<file path="src/eqr_pkg.sv">
// constants shared by the equalizer register bank and its reach-mode host
package eqr_pkg;
  // ************************************************************
  // device register map
  // ************************************************************
  localparam logic [6:0] REG_GENERAL = 7'h00;
  localparam logic [6:0] REG_LAUNCH = 7'h02;
  localparam logic [6:0] REG_CABLE = 7'h03;
  localparam int GEN_CARRIER_BIT = 7;
  localparam int GEN_MUTE_BIT = 6;
  localparam int GEN_BYPASS_BIT = 5;
  localparam int GEN_SLEEP_HI = 4;
  localparam int GEN_SLEEP_LO = 3;
  localparam int GEN_EXT_BIT = 2;
  localparam int LAUNCH_COARSE_BIT = 7;
  localparam int LAUNCH_FINE_HI = 6;
  localparam int LAUNCH_FINE_LO = 3;
  localparam int CABLE_HI = 7;
  localparam int CABLE_LO = 3;
  localparam logic [1:0] SLEEP_OFF = 2'h0;
  localparam logic [1:0] SLEEP_AUTO = 2'h1;
  localparam logic [1:0] SLEEP_FORCE = 2'h2;
  localparam logic [1:0] SLEEP_RSVD = 2'h3;
  localparam logic [1:0] SLEEP_RESET = SLEEP_AUTO;
  localparam logic [4:0] CABLE_MAX = 5'h19;
  localparam logic [2:0] RSVD_LOW3 = 3'h0;
  localparam logic [1:0] RSVD_LOW2 = 2'h0;
  // ************************************************************
  // host software registers
  // ************************************************************
  localparam logic [3:0] HREG_CTRL = 4'h0;
  localparam logic [3:0] HREG_LAUNCH = 4'h1;
  localparam logic [3:0] HREG_STATUS = 4'h2;
  localparam logic [3:0] HREG_INT_STAT = 4'h3;
  localparam logic [3:0] HREG_INT_MASK = 4'h4;
  localparam int CTRL_EN_BIT = 0;
  localparam int CTRL_WAKE_AUTO_BIT = 1;
  localparam int CTRL_MUTE_BIT = 2;
  localparam int CTRL_BYPASS_BIT = 3;
  localparam int CTRL_THR_LO = 8;
  localparam int CTRL_THR_HI = 12;
  localparam logic [4:0] THR_RESET = 5'h12;
  localparam logic [31:0] CTRL_RESET = 32'h0000_1202;
  localparam int INT_ENTER_BIT = 0;
  localparam int INT_LEAVE_BIT = 1;
  localparam int INT_LOST_BIT = 2;
  localparam int INT_WIDTH = 3;
  // ************************************************************
  // timing
  // ************************************************************
  localparam int CLK_MHZ = 200;
  localparam int SETTLE_MS = 1;
  localparam int SETTLE_CYCLES = SETTLE_MS * 1000 * CLK_MHZ;
  typedef enum logic [3:0] {
    H_IDLE, H_LAUNCH, H_RDGEN, H_CAPGEN, H_RDLEN, H_CAPLEN, H_SLEEP, H_EXT, H_WAIT, H_WAKE
  } eqr_hstate_type;
endpackage : eqr_pkg

</file>
<file path="src/eqr_link_if.sv">
// register link between the reach-mode host and the equalizer register bank
`timescale 1ns/10ps
`default_nettype none
interface eqr_link_if;
  logic [6:0] addr;
  logic [7:0] wdata;
  logic wr;
  logic rd;
  logic [7:0] rdata;
  modport dev (input addr, input wdata, input wr, input rd, output rdata);
  modport host (output addr, output wdata, output wr, output rd, input rdata);
endinterface : eqr_link_if
`default_nettype wire

</file>
<file path="src/eqr_host.sv">
// reach-mode host: polls the equalizer and moves it between normal and extended reach
`timescale 1ns/10ps
`default_nettype none
module eqr_host
  import eqr_pkg::*;
#(
  parameter int unsigned SettleCycles = SETTLE_CYCLES
) (
  input wire logic clk,
  input wire logic nrst,
  eqr_link_if.host link,
  input wire logic [3:0] swAddr,
  input wire logic [31:0] swWdata,
  input wire logic swWr,
  input wire logic swRd,
  output logic [31:0] swRdata,
  output logic irq
);
  // ************************************************************
  // software registers
  // ************************************************************
  logic [31:0] ctrl_q;
  logic [4:0] launch_q;
  logic launchPend_q;
  logic [INT_WIDTH-1:0] intStat_q;
  logic [INT_WIDTH-1:0] intMask_q;
  logic [31:0] swRdata_q;
  eqr_hstate_type state_q;
  eqr_hstate_type state_d;
  logic ext_q;
  logic tgt_q;
  logic carrier_q;
  logic [4:0] len_q;
  logic [31:0] wait_q;
  logic [INT_WIDTH-1:0] intSet;

  wire logic swWrCtrl = swWr && (swAddr == HREG_CTRL);
  wire logic swWrLaunch = swWr && (swAddr == HREG_LAUNCH);
  wire logic swWrStat = swWr && (swAddr == HREG_INT_STAT);
  wire logic swWrMask = swWr && (swAddr == HREG_INT_MASK);
  wire logic [4:0] thr = ctrl_q[CTRL_THR_HI:CTRL_THR_LO];
  wire logic [1:0] wakeSleep = ctrl_q[CTRL_WAKE_AUTO_BIT] ? SLEEP_AUTO : SLEEP_OFF;
  wire logic busy = (state_q != H_IDLE);
  wire logic [31:0] statusVal = {19'h0_0000, len_q, 5'h00, busy, carrier_q, ext_q};
  wire logic [31:0] readMux = (swAddr == HREG_CTRL) ? ctrl_q :
    (swAddr == HREG_LAUNCH) ? {27'h000_0000, launch_q} :
    (swAddr == HREG_STATUS) ? statusVal :
    (swAddr == HREG_INT_STAT) ? {29'h0000_0000, intStat_q} :
    (swAddr == HREG_INT_MASK) ? {29'h0000_0000, intMask_q} : 32'h0000_0000;

  always_ff @(posedge clk) begin
    if (!nrst) begin
      ctrl_q <= CTRL_RESET;
      launch_q <= 5'h00;
      intMask_q <= '0;
      swRdata_q <= 32'h0000_0000;
    end else begin
      if (swWrCtrl) ctrl_q <= swWdata;
      if (swWrLaunch) launch_q <= swWdata[4:0];
      if (swWrMask) intMask_q <= swWdata[INT_WIDTH-1:0];
      swRdata_q <= swRd ? readMux : 32'h0000_0000;
    end
  end
  assign swRdata = swRdata_q;

  // set wins over a write-one clear in the same cycle
  wire logic [INT_WIDTH-1:0] intClr = swWrStat ? swWdata[INT_WIDTH-1:0] : '0;
  always_ff @(posedge clk) begin
    if (!nrst) begin
      intStat_q <= '0;
    end else begin
      intStat_q <= (intStat_q & ~intClr) | intSet;
    end
  end
  assign irq = |(intStat_q & intMask_q);

  // ************************************************************
  // sequencer
  // ************************************************************
  wire logic [4:0] lenRd = link.rdata[CABLE_HI:CABLE_LO];
  wire logic goEnter = !ext_q && carrier_q && (lenRd < thr);
  wire logic goLeave = ext_q && !carrier_q;
  wire logic waitDone = (wait_q >= SettleCycles - 1);

  always_comb begin
    state_d = state_q;
    unique case (state_q)
      H_IDLE: begin
        if (launchPend_q) state_d = H_LAUNCH;
        else if (ctrl_q[CTRL_EN_BIT]) state_d = H_RDGEN;
      end
      H_LAUNCH: state_d = H_IDLE;
      H_RDGEN: state_d = H_CAPGEN;
      H_CAPGEN: state_d = H_RDLEN;
      H_RDLEN: state_d = H_CAPLEN;
      H_CAPLEN: state_d = (goEnter || goLeave) ? H_SLEEP : H_IDLE;
      H_SLEEP: state_d = H_EXT;
      H_EXT: state_d = H_WAIT;
      H_WAIT: if (waitDone) state_d = H_WAKE;
      H_WAKE: state_d = H_IDLE;
    endcase
  end

  // link strobes and data are registered from the next state
  wire logic nextWrGen = (state_d == H_SLEEP) || (state_d == H_EXT) || (state_d == H_WAKE);
  wire logic nextWr = nextWrGen || (state_d == H_LAUNCH);
  wire logic nextRd = (state_d == H_RDGEN) || (state_d == H_RDLEN);
  wire logic [6:0] nextAddr = (state_d == H_LAUNCH) ? REG_LAUNCH : (state_d == H_RDLEN) ? REG_CABLE : REG_GENERAL;
  wire logic [1:0] nextSleep = (state_d == H_WAKE) ? wakeSleep : SLEEP_FORCE;
  wire logic nextExt = (state_d == H_SLEEP) ? ext_q : tgt_q;
  wire logic [7:0] genWord = {1'b0, ctrl_q[CTRL_MUTE_BIT], ctrl_q[CTRL_BYPASS_BIT], nextSleep, nextExt, RSVD_LOW2};
  wire logic [7:0] launchWord = {launch_q, RSVD_LOW3};
  wire logic [7:0] nextWdata = (state_d == H_LAUNCH) ? launchWord : nextWrGen ? genWord : 8'h00;

  logic [6:0] addr_q;
  logic [7:0] wdata_q;
  logic wr_q;
  logic rd_q;
  always_ff @(posedge clk) begin
    if (!nrst) begin
      addr_q <= 7'h00;
      wdata_q <= 8'h00;
      wr_q <= 1'b0;
      rd_q <= 1'b0;
    end else begin
      addr_q <= nextAddr;
      wdata_q <= nextWdata;
      wr_q <= nextWr;
      rd_q <= nextRd;
    end
  end
  assign link.addr = addr_q;
  assign link.wdata = wdata_q;
  assign link.wr = wr_q;
  assign link.rd = rd_q;

  assign intSet[INT_ENTER_BIT] = (state_q == H_WAKE) && tgt_q;
  assign intSet[INT_LEAVE_BIT] = (state_q == H_WAKE) && !tgt_q;
  assign intSet[INT_LOST_BIT] = (state_q == H_CAPGEN) && carrier_q && !link.rdata[GEN_CARRIER_BIT];

  always_ff @(posedge clk) begin
    if (!nrst) begin
      state_q <= H_IDLE;
      ext_q <= 1'b0;
      tgt_q <= 1'b0;
      carrier_q <= 1'b0;
      len_q <= 5'h00;
      wait_q <= 32'h0000_0000;
      launchPend_q <= 1'b0;
    end else begin
      state_q <= state_d;
      if (swWrLaunch) launchPend_q <= 1'b1;
      else if (state_q == H_LAUNCH) launchPend_q <= 1'b0;
      if (state_q == H_CAPGEN) carrier_q <= link.rdata[GEN_CARRIER_BIT];
      if (state_q == H_CAPLEN) len_q <= lenRd;
      if (state_q == H_CAPLEN) tgt_q <= goEnter ? 1'b1 : goLeave ? 1'b0 : ext_q;
      if (state_q == H_EXT) ext_q <= tgt_q;
      wait_q <= (state_q == H_WAIT) ? wait_q + 32'h0000_0001 : 32'h0000_0000;
    end
  end
endmodule : eqr_host
`default_nettype wire

</file>
<file path="src/flat_wrapper.sv">
// flat-port wrapper written by rule: the top's interface ports become plain ports
module eqr_host_flat import eqr_pkg::*;
#(
  parameter int unsigned SettleCycles = SETTLE_CYCLES
)
  (clk, nrst, swAddr, swWdata, swWr, swRd, swRdata, irq, link_addr, link_wdata, link_wr, link_rd, link_rdata);
  eqr_link_if link_i ();
  input wire logic clk;
  input wire logic nrst;
  input wire logic [3:0] swAddr;
  input wire logic [31:0] swWdata;
  input wire logic swWr;
  input wire logic swRd;
  output logic [31:0] swRdata;
  output logic irq;
  output wire logic [$bits(link_i.addr)-1:0] link_addr;
  output wire logic [$bits(link_i.wdata)-1:0] link_wdata;
  output wire logic [$bits(link_i.wr)-1:0] link_wr;
  output wire logic [$bits(link_i.rd)-1:0] link_rd;
  input wire logic [$bits(link_i.rdata)-1:0] link_rdata;
  assign link_addr = link_i.addr;
  assign link_wdata = link_i.wdata;
  assign link_wr = link_i.wr;
  assign link_rd = link_i.rd;
  assign link_i.rdata = link_rdata;
  eqr_host #(.SettleCycles(SettleCycles)) u_core (.clk(clk), .nrst(nrst), .link(link_i), .swAddr(swAddr), .swWdata(swWdata), .swWr(swWr), .swRd(swRd), .swRdata(swRdata), .irq(irq));
endmodule
</file>
<file path="config.mk">
export PLATFORM = sky130hd
export DESIGN_NAME = eqr_host_flat
export DESIGN_NICKNAME = d
export VERILOG_FILES = /design/src/eqr_pkg.sv /design/src/eqr_link_if.sv /design/src/eqr_host.sv /design/src/flat_wrapper.sv
export SDC_FILE = /design/constraint.sdc
export NUM_CORES = 1
export LEC_CHECK = 0
export BUFFER_PORTS_ARGS = -buffer_cell sky130_fd_sc_hd__buf_2
export CORE_MARGIN = 2
export CORE_UTILIZATION = 45
export CTS_CLUSTER_DIAMETER = 50
export DETAILED_ROUTE_END_ITERATION = 6
export GPL_TIMING_DRIVEN = 0
export PLACE_DENSITY = 0.67
export SETUP_SLACK_MARGIN = 0.5
export SYNTH_ARGS = -nofsm -noshare
export SYNTH_HDL_FRONTEND = slang
export SYNTH_SLANG_ARGS = --single-unit
</file>
<file path="constraint.sdc">
create_clock -name clk -period 3.7 [get_ports clk]
set_clock_uncertainty 0.2 [all_clocks]
set_input_delay 0.74 -clock clk [delete_from_list [all_inputs] [get_ports clk]]
set_output_delay 0.74 -clock clk [all_outputs]
set_load 0.02 [all_outputs]
</file>
== Yosys cells after proc, flatten, opt, wreduce, memory -nomap -nowiden ==
Index checks and enable logic that the tools add are counted.
Word-level totals
  register bits after elaboration: 137
  input bits: 48
  word-level logic and storage cells: 99
Operators by class
  add/subtract/negate cells: 1
  magnitude comparators: 2
  equality and inequality tests: 19
  multiplexer cells: 22
  bitwise operators: 6
  reduce and logical (&&, ||, !) cells: 30
Operators by type and width (count)
  2-to-1 mux 32 bit: 4
  one-hot mux 4 bit (9 select lines): 1
  adder 32 x 1 -> 32 bit (second input constant): 1
  equality test 4 x 3 -> 1 bit (second input constant): 8
  >= comparator 32 x 18 -> 1 bit (second input constant): 1
  equality test 4 x 2 -> 1 bit (second input constant): 5
  equality test 4 x 1 -> 1 bit (second input constant): 3
  equality test 4 bit (second input constant): 3
  2-to-1 mux 4 bit: 3
  logical AND 1 bit: 11
  2-to-1 mux 3 bit: 3
  zero test 4 bit: 2
  2-to-1 mux 8 bit: 1
  2-to-1 mux 7 bit: 1
  bitwise AND 3 bit: 2
  2-to-1 mux 1 bit: 6
  2-to-1 mux 2 bit: 3
  OR reduction 3 bit: 2
  logical OR 1 bit: 5
  < comparator 5 bit: 1
  zero test 1 bit: 4
  AND reduction 2 bit: 2
  nonzero test 4 bit: 1
  OR reduction 2 bit: 2
  4 further kinds: 5

== Logic depth before layout (Yosys ltp) ==
Gate-level depths: netlist of the first run.
  depth after elaboration: 11
  depth in mapped cells: 8
  mapped depth without buffers: 8

== Worst setup path after synthesis of the first run ==
No wires, ideal clock.
  path type: in2reg
  from: input port link_rdata[7]
  to: register u_core.rd_q, in the netlist u_core.link.rd
  arrival time: 2289 ps
  data required time: 3397 ps
  slack: 1107 ps
  stages: 7
  buffers on the path: 0
  cell sequence: ha_1 > nand2_1 > nor3_1 > nor4b_4 > nor3_4 > a21oi_1 > a2111oi_2
Between the ends
  cells in the longest elaborated chain, start to end: 7
Ends and longest elaborated chain
  start: declaration: RTL line flat_wrapper.sv:20  | input wire logic [$bits(link_i.rdata)-1:0] link_rdata;
  < comparator 5 bit *: RTL line eqr_host.sv:81  | wire logic goEnter = !ext_q && carrier_q && (lenRd < thr);
  logical AND 1 bit *: RTL line eqr_host.sv:81
  logical OR 1 bit *: RTL line eqr_host.sv:96  | H_CAPLEN: state_d = (goEnter || goLeave) ? H_SLEEP : H_IDLE;
  2-to-1 mux 3 bit *: RTL line eqr_host.sv:96
  one-hot mux 4 bit (9 select lines) *: RTL line eqr_host.sv:87  | unique case (state_q)
  equality test 4 x 2 -> 1 bit / equality test 4 x 3 -> 1 bit (equally long branches): RTL line eqr_host.sv:107  | wire logic nextRd = (state_d == H_RDGEN) || (state_d == H_RDLEN);
  logical OR 1 bit *: RTL line eqr_host.sv:107
  end signal: assignment: RTL line eqr_host.sv:129  | rd_q <= nextRd;
  end: declaration: RTL line eqr_host.sv:118  | logic rd_q;
Every way passes the cells marked *; elsewhere a longest branch is shown, timed or not.
A chain may end at the register's enable or synchronous reset.

== Worst setup path in the final report of the first run ==
  from: input port link_rdata[7]
  to: register u_core.wdata_q[6], in the netlist u_core.link.wdata[6]
Between the ends
  cells in the longest elaborated chain, start to end: 10
Ends and longest elaborated chain
  < comparator 5 bit *: RTL line eqr_host.sv:81
  logical AND 1 bit *: RTL line eqr_host.sv:81
  logical OR 1 bit *: RTL line eqr_host.sv:96
  2-to-1 mux 3 bit *: RTL line eqr_host.sv:96
  one-hot mux 4 bit (9 select lines) *: RTL line eqr_host.sv:87
  equality test 4 x 3 -> 1 bit: RTL line eqr_host.sv:105  | wire logic nextWrGen = (state_d == H_SLEEP) || (state_d == H_EXT) || (state_d == H_WAKE);
  logical OR 1 bit (2 in series): RTL line eqr_host.sv:105
  2-to-1 mux 7 bit: RTL line eqr_host.sv:113  | wire logic [7:0] nextWdata = (state_d == H_LAUNCH) ? launchWord : nextWrGen ? genWord : 8'h00;
  2-to-1 mux 8 bit *: RTL line eqr_host.sv:113
  end signal: assignment: RTL line eqr_host.sv:127  | wdata_q <= nextWdata;
  end: declaration: RTL line eqr_host.sv:116  | logic [7:0] wdata_q;
Marks and branches as above.

==> metrics, run 1 <==
final design instance area without fill=6510 sq um; detailed-route vias per instance=5.15; crit end category=flip-flop; number of distinct library cell variants in the gate-level netlist after synthesis=59; depth of the most critical reg-to-reg path=8; summed instance area of the synthesized netlist=~5300 sq um; number of global-route vias before repair=4,182; hold-critical path endpoint=u_core.ctrl_q[5]; full die area=12,500 sq um; final-report hold violation count=0; number of warning messages in the yosys log=0; most used flip-flop cell after synthesis=dfxtp_1; final-layout setup total negative slack=0 ns; PD cells=545 nW/um^2; number of DRC violations after detailed routing=0; Syn Area/Cell=8.77 sq um; Antenna Diode Count=0; number of max-cap violations=0; clock tree buffer depth=2; largest net degree at the start of global routing=17; count of TritonRoute iterations in the first routing pass=4; launch point of the worst hold path=u_core.ctrl_q[5]; routed length per placed instance=between 10 and 15 microns; net switching fraction of the power=0.229; worst slew pin tran=1.17 ns; Inst Count DP=833; part of the cycle the worst path needs=0.699; proportion of register bits with asynchronous set or reset after synthesis=0; CTS buffer count=17; Lkg Pwr=2.52 nW; setup repair after global routing missed its margin=false; total global-route track usage=0.201; post-layout net count=about 760; clock network fraction of design power=0.498; outcome=completed; largest fanout on the critical path=9; minimum clock period=2.59 ns; cell count after synthesis=599; top cell type by total area after synthesis=dfxtp_1; minimum setup slack after placement=0.721 ns; kind of critical path=primary input to flip-flop; DP Area=between 5000 and 6000 sq um; sinks on the clock net=between 100 and 150; DRC violation total after the first TritonRoute iteration=274; beginning of the worst register-to-register path=u_core.ctrl_q[12]; number of resized instances in the post-cts repair step=0; clk slew on worst S/H paths=roughly 0.05 ns; Finished Layout Cells=865; endpoint of the lowest-slack register-to-register path=u_core.link.wdata[6]; Layout Utilization=0.570; estimated wirelength of the detail-placed design=between 8000 and 9000 microns; Worst Setup Start Kind=primary input; Min-Delay Path Depth=2; setup repair bufs after CTS=0; required time of the critical path=3.80 ns; setup violators final=0; Final Max Slew Viols=0; layout overhead on the synthesized area=23.9%; input/output buffers=85; Switch Pwr=0.000811 W; Internal Power=0.00273 W; Die Y=112 microns; Die X-Extent=112 microns; relative slew slack=0.209; most numerous cell types in the synthesized netlist=dfxtp_1 (130), nand2_1 (104), a21oi_1 (57); setup slack, reg-to-reg=1.19 ns; sequential share of power=0.407; H-Tree Level Count=4; flip-flop and latch count after synthesis=130; maximum vdd ir drop=0.315 mV; wire length of the first global-routing pass=~20,000 microns; row count=39; final weighted congestion in routability-driven placement=0.890; hold bufs inserted after CTS=0; maximum achievable frequency=around 390 MHz; total wire length=12,200 microns; Worst-Skew Late Latency=0.41 ns; Synth area leaders=dfxtp_1 (50%), nand2_1 (7.4%), a21oi_1 (5.4%); logic gate share of total power=0.095; remaining antenna violation count after routing=0; via count=approximately 4,500; number of antenna violations at the first check in global routing=0; cell at the root of the clock tree=clkbuf_16; Yosys top cell area share=0.496; hold crit path type=flip-flop to flip-flop; part of the Yosys area used for sequential elements=0.496; Starting Density=0.460; fraction of final layout cells with drive strength greater than 1=0.206; crit path setup slack, layout=1.11 ns; count leader, synth=dfxtp_1; number of enable-type register cells in the synthesized netlist=0; data arrival time of the critical path=2.69 ns; Std-Cell Core Area=11,400 sq um; CTS tree=yes; # IOs=98; leftover overflow at the end of global routing=0
## metrics by stage
| stage | power [W] | hold WS (ns) |
|---|---|---|
| after detailed placement | 0.00180 | 0.239 |
| after CTS | 0.00357 | 0.250 |
| after global placement | 0.00180 | 0.235 |
| final | 0.00354 | 0.248 |
| after global routing | 0.00368 | 0.267 |
| after floorplan | 0.00170 | 0.230 |
## power by group through the flow
| stage | sequential (W) | clock (W) | combinational [W] |
|---|---|---|---|
| 2_1_floorplan | 0.00149 | 0 | 0.000217 |
| 3_3_place_gp | 0.00147 | 0 | 0.000324 |
| 3_5_place_dp | 0.00147 | 0 | 0.000332 |
| 4_1_cts | 0.00144 | 0.00179 | 0.000334 |
| 5_1_grt | 0.00144 | 0.00186 | 0.000366 |
| 6_report | 0.00144 | 0.00177 | 0.000335 |
## worst max-delay path by stage
stage,startpoint,end,slack [ns]
2_1_floorplan,link_rdata[7],u_core.link.rd,1.11
3_3_place_gp,link_rdata[7],u_core.link.wdata[6],0.73
3_5_place_dp,link_rdata[7],u_core.link.wdata[6],0.72
4_1_cts,link_rdata[7],u_core.link.wdata[6],1.14
5_1_grt,link_rdata[7],u_core.link.rd,0.99
6_report,link_rdata[7],u_core.link.wdata[6],1.11
## flip-flops by register name, summed over array words and instances (netlist names)
signal               count
u_core.launchPend_q      1
u_core.ext_q             1
u_core.tgt_q             1
u_core.intStat_q         3
u_core.wait_q           32
u_core.link.wdata        6
u_core.link.wr           1
u_core.swRdata          32
u_core.link.rd           1
u_core.len_q             5
u_core.state_q           4
u_core.ctrl_q           32
u_core.launch_q          5
u_core.intMask_q         3
u_core.link.addr         2
u_core.carrier_q         1
## cell usage in the layout, fill, tap and decap left out, types with 3 or more instances in the layout
cell type  synthesis  final
inv_1             13     13
nor3_1             7      7
a22oi_1           13     13
nand2_1          104    104
mux2_2             3      3
nand4_1            5      5
xor2_1            15     15
o21ai_0           12     12
o211ai_1           3      3
nand3_1           29     29
nand3b_1           4      4
a21oi_1           57     57
buf_4              8      8
clkbuf_1          25     29
clkbuf_16          0     17
xnor2_1           15     15
ha_1               5      5
clkbuf_8           0      3
and2_1            27     27
dfxtp_1          130    130
nor4_1             7      7
nor2_1            56     56
nor2b_1            5      5
and3_1             4      4
o21bai_1           3      3
bufinv_16          0      4
buf_2              5     90
conb_1             1      7
## layer usage
| layer | track usage | up-vias | routed length (microns) |
|---|---|---|---|
| li1 | - | 2238 | - |
| met1 | 0.268 | 2053 | 5630 |
| met2 | 0.312 | 140 | 5520 |
| met3 | 0.0562 | 22 | 843 |
| met4 | 0.0813 | 0 | 231 |
| met5 | 0 | - | 0 |
## cell type report
cell class / count / area [sq um]
clock inverter: 8 / 149
timing repair buffer: 85 / 425
fill: 1042 / 4910
clock buffer: 24 / 482
tap: 143 / 179
sequential: 130 / 2600
buffer: 39 / 183
multi-input combinational: 423 / 2440
inverter: 13 / 48.8
## kinds of logic (layout without fill, tap and decap cells)
family                     after synthesis  in the layout  share of synthesized area
and+or+nand+nor                        274            274                      0.265
DFF                                    130            130                      0.496
AOI/OAI and AO/OA                      102            102                      0.122
buffers and inverters                   52            169                     0.0441
xor gates and xnor gates                30             30                     0.0500
adders and majority gates                5              5                     0.0119
muxes                                    5              5                     0.0102
other                                    1              7                   0.000714
## worst max-delay path, stage by stage
cell and delay [ns]:
buf_2 0.12, ha_1 0.30, nand2_1 0.07, nor3_1 0.40
nor4b_4 0.14, o31ai_4 0.42, o32ai_2 0.22, a32o_2 0.27
(Power assumes the default switching activity.)
==> run 2, diff against run 1 <==
Settings changed: PLACE_DENSITY 0.67 to 0.69.
Clock period 3.7 ns to 2.21 ns, I/O delays scaled along.
==> run 2 against run 1 <==
Compared with the run above:
- the run now ends with setup timing left
- die area stayed put
- critical path type is now flip-flop to flip-flop
- critical path depth is 2 higher
- count of clock-buffer cells in the layout is 6 lower
- combinational power grew to 3.0 times the previous value
- core utilization is 12 points higher
- power is 73% higher
- wire length is 31% higher
- register-to-register slack worse by 1.2 ns
- non-clock buffer count is 47 higher
- clock power is 53% higher
==> metrics, run 2 (synthesized netlist as in run 1, its figures left out) <==
Finished Layout Cells=913 (was 865); detailed-route vias per instance=5.50 (was 5.15); full die area=12,500 sq um (unchanged); part of the cycle the worst path needs=1.02; largest fanout on the critical path=7 (was 9); violations in the final reports=setup timing; number of antenna violations at the first check in global routing=0 (unchanged); wire length of the first global-routing pass=23,300 microns (was 20,000 microns); setup slack, reg-to-reg=-0.04 ns (was 1.19 ns); kind of critical path=flip-flop to flip-flop (was primary input to flip-flop); input/output buffers=85 (unchanged); Antenna Diode Count=0 (unchanged); Starting Density=0.460 (unchanged); maximum vdd ir drop=0.503 mV (was 0.315 mV); number of DRC violations after detailed routing=0 (unchanged); final weighted congestion in routability-driven placement=0.856 (was 0.890); data arrival time of the critical path=2.34 ns (was 2.69 ns); CTS tree=yes (unchanged); clk slew on worst S/H paths=0.06 ns (was 0.05 ns); worst slew pin tran=0.574 ns (was 1.17 ns); routed length per placed instance=17.5 microns (was 14.1 microns); estimated wirelength of the detail-placed design=9000 microns (was 8800 microns); via count=5,017 (was 4,453); total global-route track usage=0.233 (was 0.201); Inst Count DP=833 (unchanged); beginning of the worst register-to-register path=u_core.ctrl_q[12] (unchanged); depth of the most critical reg-to-reg path=10 (was 8); total wire length=16,000 microns (was 12,200 microns); H-Tree Level Count=4 (unchanged); setup repair after global routing missed its margin=true (was false); layout overhead on the synthesized area=49.1% (was 23.9%); leftover overflow at the end of global routing=0 (unchanged); number of global-route vias before repair=4,817 (was 4,182); final-layout setup total negative slack=-0.179 ns (was 0 ns); required time of the critical path=2.31 ns (was 3.80 ns); remaining antenna violation count after routing=0 (unchanged); fraction of final layout cells with drive strength greater than 1=0.430 (was 0.206); CTS buffer count=17 (unchanged); crit end category=flip-flop (unchanged); global routing met1 resource utilization=0.264 (was 0.268); Die Y=112 microns (unchanged); worst hold slack after final layout=0.0581 ns (was 0.248 ns); sinks on the clock net=130 (unchanged); relative slew slack=0.617 (was 0.209); Worst-Skew Late Latency=0.42 ns (was 0.41 ns); largest net degree at the start of global routing=17 (unchanged); endpoint of the lowest-slack register-to-register path=u_core.link.wdata[3] (was u_core.link.wdata[6]); commonest non-fill, non-tap cells in the layout=dfxtp_1 (99), nand2_1 (96), buf_2 (85), a21oi_1 (53) (was dfxtp_1 (130), nand2_1 (104), buf_2 (90), a21oi_1 (57), nor2_1 (56)); met3 global-route usage=0.0621 (was 0.0562); hold-critical path endpoint=u_core.ctrl_q[9] (was u_core.ctrl_q[5]); DRC violation total after the first TritonRoute iteration=422 (was 274); Final Max Slew Viols=0 (unchanged); final-report hold violation count=0 (unchanged); layer carrying the most global-route usage=met2 (unchanged); Layout Utilization=0.686 (was 0.570); outcome=finished, violations left (was completed); cell at the root of the clock tree=clkbuf_16 (unchanged); global routing usage on met2=0.415 (was 0.312); clock tree buffer depth=2 (unchanged); hold crit path type=primary input to flip-flop (was flip-flop to flip-flop); minimum clock period=2.25 ns; Die X-Extent=112 microns (unchanged); post-layout net count=810 (was 762); row count=39 (unchanged); # IOs=98 (unchanged); Lkg Pwr=3.14 nW (was 2.52 nW); Worst Setup Start Kind=flip-flop (was primary input); crit path setup slack, layout=-0.0355 ns (was 1.11 ns); maximum achievable frequency=445 MHz; count of TritonRoute iterations in the first routing pass=5 (was 4); Min-Delay Path Depth=3 (was 2); number of max-cap violations=0 (unchanged); leading cell type in the layout, fill and taps excluded=dfxtp_1 (unchanged); PD cells=781 nW/um^2 (was 545 nW/um^2); launch point of the worst hold path=swWdata[9] (was u_core.ctrl_q[5]); Std-Cell Core Area=11,400 sq um (unchanged); setup violators final=8 (was 0)
-- run 2: worst max-delay path by stage --
stage                                  from              endpoint  cells after the start
final                     u_core.ctrl_q[12]  u_core.link.wdata[3]                     10
after global routing      u_core.ctrl_q[12]        u_core.link.rd                     10
after CTS                 u_core.ctrl_q[12]  u_core.link.wdata[3]                     10
after detailed placement      link_rdata[5]  u_core.link.wdata[5]                      8
after global placement        link_rdata[5]  u_core.link.wdata[5]                      8
after floorplan               link_rdata[5]  u_core.link.wdata[5]                      7
-- run 2: final cells by class --
cell class,instances,area [sq um]
repair buffers,132,898
well taps,143,179
plain buffers,39,328
flip-flops and latches,130,2680
multi-input cells,424,3130
clock inverters,14,129
fillers,822,3590
clock buffers,18,439
inverters,13,48.8
-- run 2: metrics by stage --
stage | setup slack (ns) | total power (W) | instance area (sq um)
finish | -0.0355 | 0.00612 | 7830
global route | -0.145 | 0.00632 | 7830
CTS | -0.0304 | 0.00600 | 7480
detailed placement | -0.291 | 0.00304 | 6070
global placement | -0.301 | 0.00303 | 6070
floorplan | 0.0359 | 0.00287 | 5470
-- run 2: repair_timing --
action | CTS | global route
pin swaps | 67 | 44
hold buffers | 0 | 0
gates cloned | 1 | 4
endpoints found under the setup margin | 61 | 100
setup buffers | 29 | 14
gates resized for setup | 141 | 44
-- run 2: per-layer routing --
| layer | up-vias | routed length, microns |
|---|---|---|
| li1 | 2348 | - |
| met1 | 2407 | 6270 |
| met2 | 202 | 8280 |
| met3 | 60 | 853 |
| met4 | 0 | 611 |
| met5 | - | 0 |
-- run 2: power breakdown --
group / leakage [nW] / internal [W] / switching [W]
registers: 1.07 / 0.00238 / 0.0000264
logic: 1.80 / 0.000510 / 0.000496
clock network: 0.274 / 0.00159 / 0.00112
-- run 2: critical path: stages (launching register included) --
cell      delay (ns)
dfxtp_2         0.33
inv_2           0.05
ha_4            0.23
nand2_2         0.06
nand3b_1        0.13
nor4b_4         0.29
buf_4           0.18
o31ai_4         0.07
buf_12          0.15
and2_4          0.18
a32o_1          0.26
==> run 3, diff against run 2 <==
Settings changed: PLACE_DENSITY 0.69 to 0.66.
==> run 3 against run 2 <==
Compared with the run above:
- the run still ends with setup timing left
- critical path depth decreased by 3
- count of clock-buffer cells in the layout increased by 3
- sequential power about the same
- clock power increased by 8.5%
- critical endpoint is now u_core.link.wdata[5]
- wire length decreased by 13%
- combinational power decreased by 12%
- via count decreased by 5.6%
- final cell count decreased by 0.55%
- setup slack improved by 0.020 ns
- design area decreased by 2.6%
==> metrics, run 3 (synthesized netlist as in run 1, its figures left out) <==
Die Y=112 microns (unchanged); remaining antenna violation count after routing=0 (unchanged); Inst Count DP=833 (unchanged); total wire length=13,900 microns (was 16,000 microns); combined area of the multi-input logic cells=3000 sq um (was 3130 sq um); post-layout net count=804 (was 810); sinks on the clock net=130 (unchanged); crit path setup slack, layout=-0.0154 ns (was -0.0355 ns); clock network fraction of design power=0.471 (was 0.442); Internal Power=0.00470 W (was 0.00448 W); leftover overflow at the end of global routing=0 (unchanged); final weighted congestion in routability-driven placement=0.909 (was 0.856); capture point of the worst path=u_core.link.wdata[5] (was u_core.link.wdata[3]); outcome=finished, violations left (unchanged); Std-Cell Core Area=11,400 sq um (unchanged); # IOs=98 (unchanged); setup repair after global routing missed its margin=true (unchanged); layout overhead on the synthesized area=45.2% (was 49.1%); Switch Pwr=0.00154 W (was 0.00164 W); number of global-route vias before repair=4,610 (was 4,817); fraction of final layout cells with drive strength greater than 1=0.397 (was 0.430); Worst Setup Start Kind=flip-flop (unchanged); Die X-Extent=112 microns (unchanged); hold crit path type=primary input to flip-flop (unchanged); number of antenna violations at the first check in global routing=1 (was 0); minimum clock period=2.23 ns (was 2.25 ns); Starting Density=0.460 (unchanged); full die area=12,500 sq um (unchanged); required time of the critical path=2.32 ns (was 2.31 ns); cell at the root of the clock tree=clkbuf_16 (unchanged); minimum setup slack after placement=-0.329 ns (was -0.291 ns); setup slack, reg-to-reg=-0.02 ns (was -0.04 ns); depth of the most critical reg-to-reg path=7 (was 10); commonest non-fill, non-tap cells in the layout=dfxtp_1 (100), nand2_1 (96), buf_2 (85), a21oi_1 (53), nor2_1 (49) (was dfxtp_1 (99), nand2_1 (96), buf_2 (85), a21oi_1 (53)); worst setup path start=u_core.wait_q[15] (was u_core.ctrl_q[12]); number of max-cap violations=0 (unchanged); DRC violation total after the first TritonRoute iteration=311 (was 422); Lkg Pwr=3.07 nW (was 3.14 nW); CTS tree=yes (unchanged); beginning of the worst register-to-register path=u_core.wait_q[15] (was u_core.ctrl_q[12]); violations in the final reports=setup timing (unchanged); PD cells=818 nW/um^2 (was 781 nW/um^2); row count=39 (unchanged); largest fanout on the critical path=5 (was 7); CTS buffer count=17 (unchanged); endpoint of the lowest-slack register-to-register path=u_core.link.wdata[5] (was u_core.link.wdata[3]); worst slew pin tran=0.587 ns (was 0.574 ns); crit end category=flip-flop (unchanged); wire length of the first global-routing pass=21,700 microns (was 23,300 microns); final-report hold violation count=0 (unchanged); setup violators final=2 (was 8); data arrival time of the critical path=2.34 ns (about the same); total global-route track usage=0.216 (was 0.233); number of DRC violations after detailed routing=0 (unchanged); storage element area=2670 sq um (was 2680 sq um); net switching fraction of the power=0.246 (was 0.268); Worst-Skew Late Latency=0.42 ns (about the same); routed length per placed instance=15.3 microns (was 17.5 microns); sequential share of power=0.386 (was 0.393); Finished Layout Cells=908 (was 913); leading cell type in the layout, fill and taps excluded=dfxtp_1 (unchanged); estimated wirelength of the detail-placed design=8940 microns (was 9000 microns); clk slew on worst S/H paths=0.06 ns (about the same); Min-Delay Path Depth=3 (unchanged); relative slew slack=0.608 (was 0.617); Final Max Slew Viols=0 (unchanged); part of the cycle the worst path needs=1.01 (was 1.02); via count=4,734 (was 5,017); maximum achievable frequency=449 MHz (was 445 MHz); maximum vdd ir drop=0.536 mV (was 0.503 mV); H-Tree Level Count=4 (unchanged); Overall Power=0.00624 W (was 0.00612 W); count of TritonRoute iterations in the first routing pass=5 (unchanged); detailed-route vias per instance=5.21 (was 5.50); input/output buffers=85 (unchanged); hold bufs inserted after CTS=0 (unchanged); kind of critical path=flip-flop to flip-flop (unchanged); clock tree buffer depth=2 (unchanged); count of fill cells added during filler insertion=873 (was 822); largest net degree at the start of global routing=17 (unchanged); logic gate share of total power=0.143 (was 0.165)
## run 3: changes by cell type in the layout (fill, tap and decap cells not counted), moves of 4 or more
| cell | delta |
|---|---|
| xor2_2 | -4 |
| xor2_1 | +4 |
| inv_6 | -4 |
| buf_6 | -9 |
| nor2_4 | -9 |
| nor2_1 | +12 |
| buf_8 | +4 |
## run 3: routing by layer
layer	vias to the layer above	track usage	wire length [microns]
li1	2325	-	-
met1	2239	0.257	5850
met2	141	0.370	6990
met3	29	0.0545	710
met4	0	0.0951	360
met5	-	0	0
## run 3: worst min path at each step
stage / from / slack (ns) / end
final: swWdata[12] / 0.05 / u_core.ctrl_q[12]
after global routing: swWdata[9] / 0.06 / u_core.ctrl_q[9]
after CTS: swWdata[12] / 0.04 / u_core.ctrl_q[12]
after detailed placement: u_core.ctrl_q[5] / 0.24 / u_core.swRdata[5]
after global placement: u_core.ctrl_q[27] / 0.24 / u_core.swRdata[27]
after floorplan: u_core.ctrl_q[13] / 0.23 / u_core.swRdata[13]
## run 3: stage by stage
step                 util  cell area, sq um  TNS, ns  hold slack, ns
global placement    0.532              6070    -2.04           0.236
detailed placement  0.532              6070    -2.84           0.241
global route        0.668              7630   -0.757          0.0612
CTS                 0.638              7290        0          0.0359
floorplan               -              5470        0           0.230
finish              0.668              7630  -0.0228          0.0498
## run 3: worst max-delay path: stages (launching register included)
cell and delay (ns):
dfxtp_4 0.36, nor4_1 0.39, a21oi_1 0.18, a211oi_4 0.25
buf_6 0.16, o21ai_4 0.08, and3_4 0.23, a32o_2 0.26
## run 3: timing repair
action / CTS / global route
resized for setup: 92 / 58
pin swaps: 35 / 30
cloned: 1 / 0
setup endpoints to repair: 67 / 114
buffers inserted: 30 / 11
## run 3: layout make-up
| type | count | area share |
|---|---|---|
| Antenna cell | 1 | 0.000328 |
| Buffer | 39 | 0.0376 |
| Clock buffer | 21 | 0.0632 |
| Clock inverter | 11 | 0.0197 |
| Inverter | 13 | 0.00640 |
| Multi-Input combinational cell | 424 | 0.394 |
| Sequential cell | 130 | 0.350 |
| Tap cell | 143 | 0.0235 |
| Timing Repair Buffer | 126 | 0.106 |
## run 3: power by group through the flow
stage / registers, W / clock network, W / logic (W)
after floorplan: 0.00249 / 0 / 0.000387
after CTS: 0.00241 / 0.00298 / 0.000762
after detailed placement: 0.00247 / 0 / 0.000575
after global routing: 0.00241 / 0.00307 / 0.000953
after global placement: 0.00246 / 0 / 0.000569
final: 0.00241 / 0.00294 / 0.000890
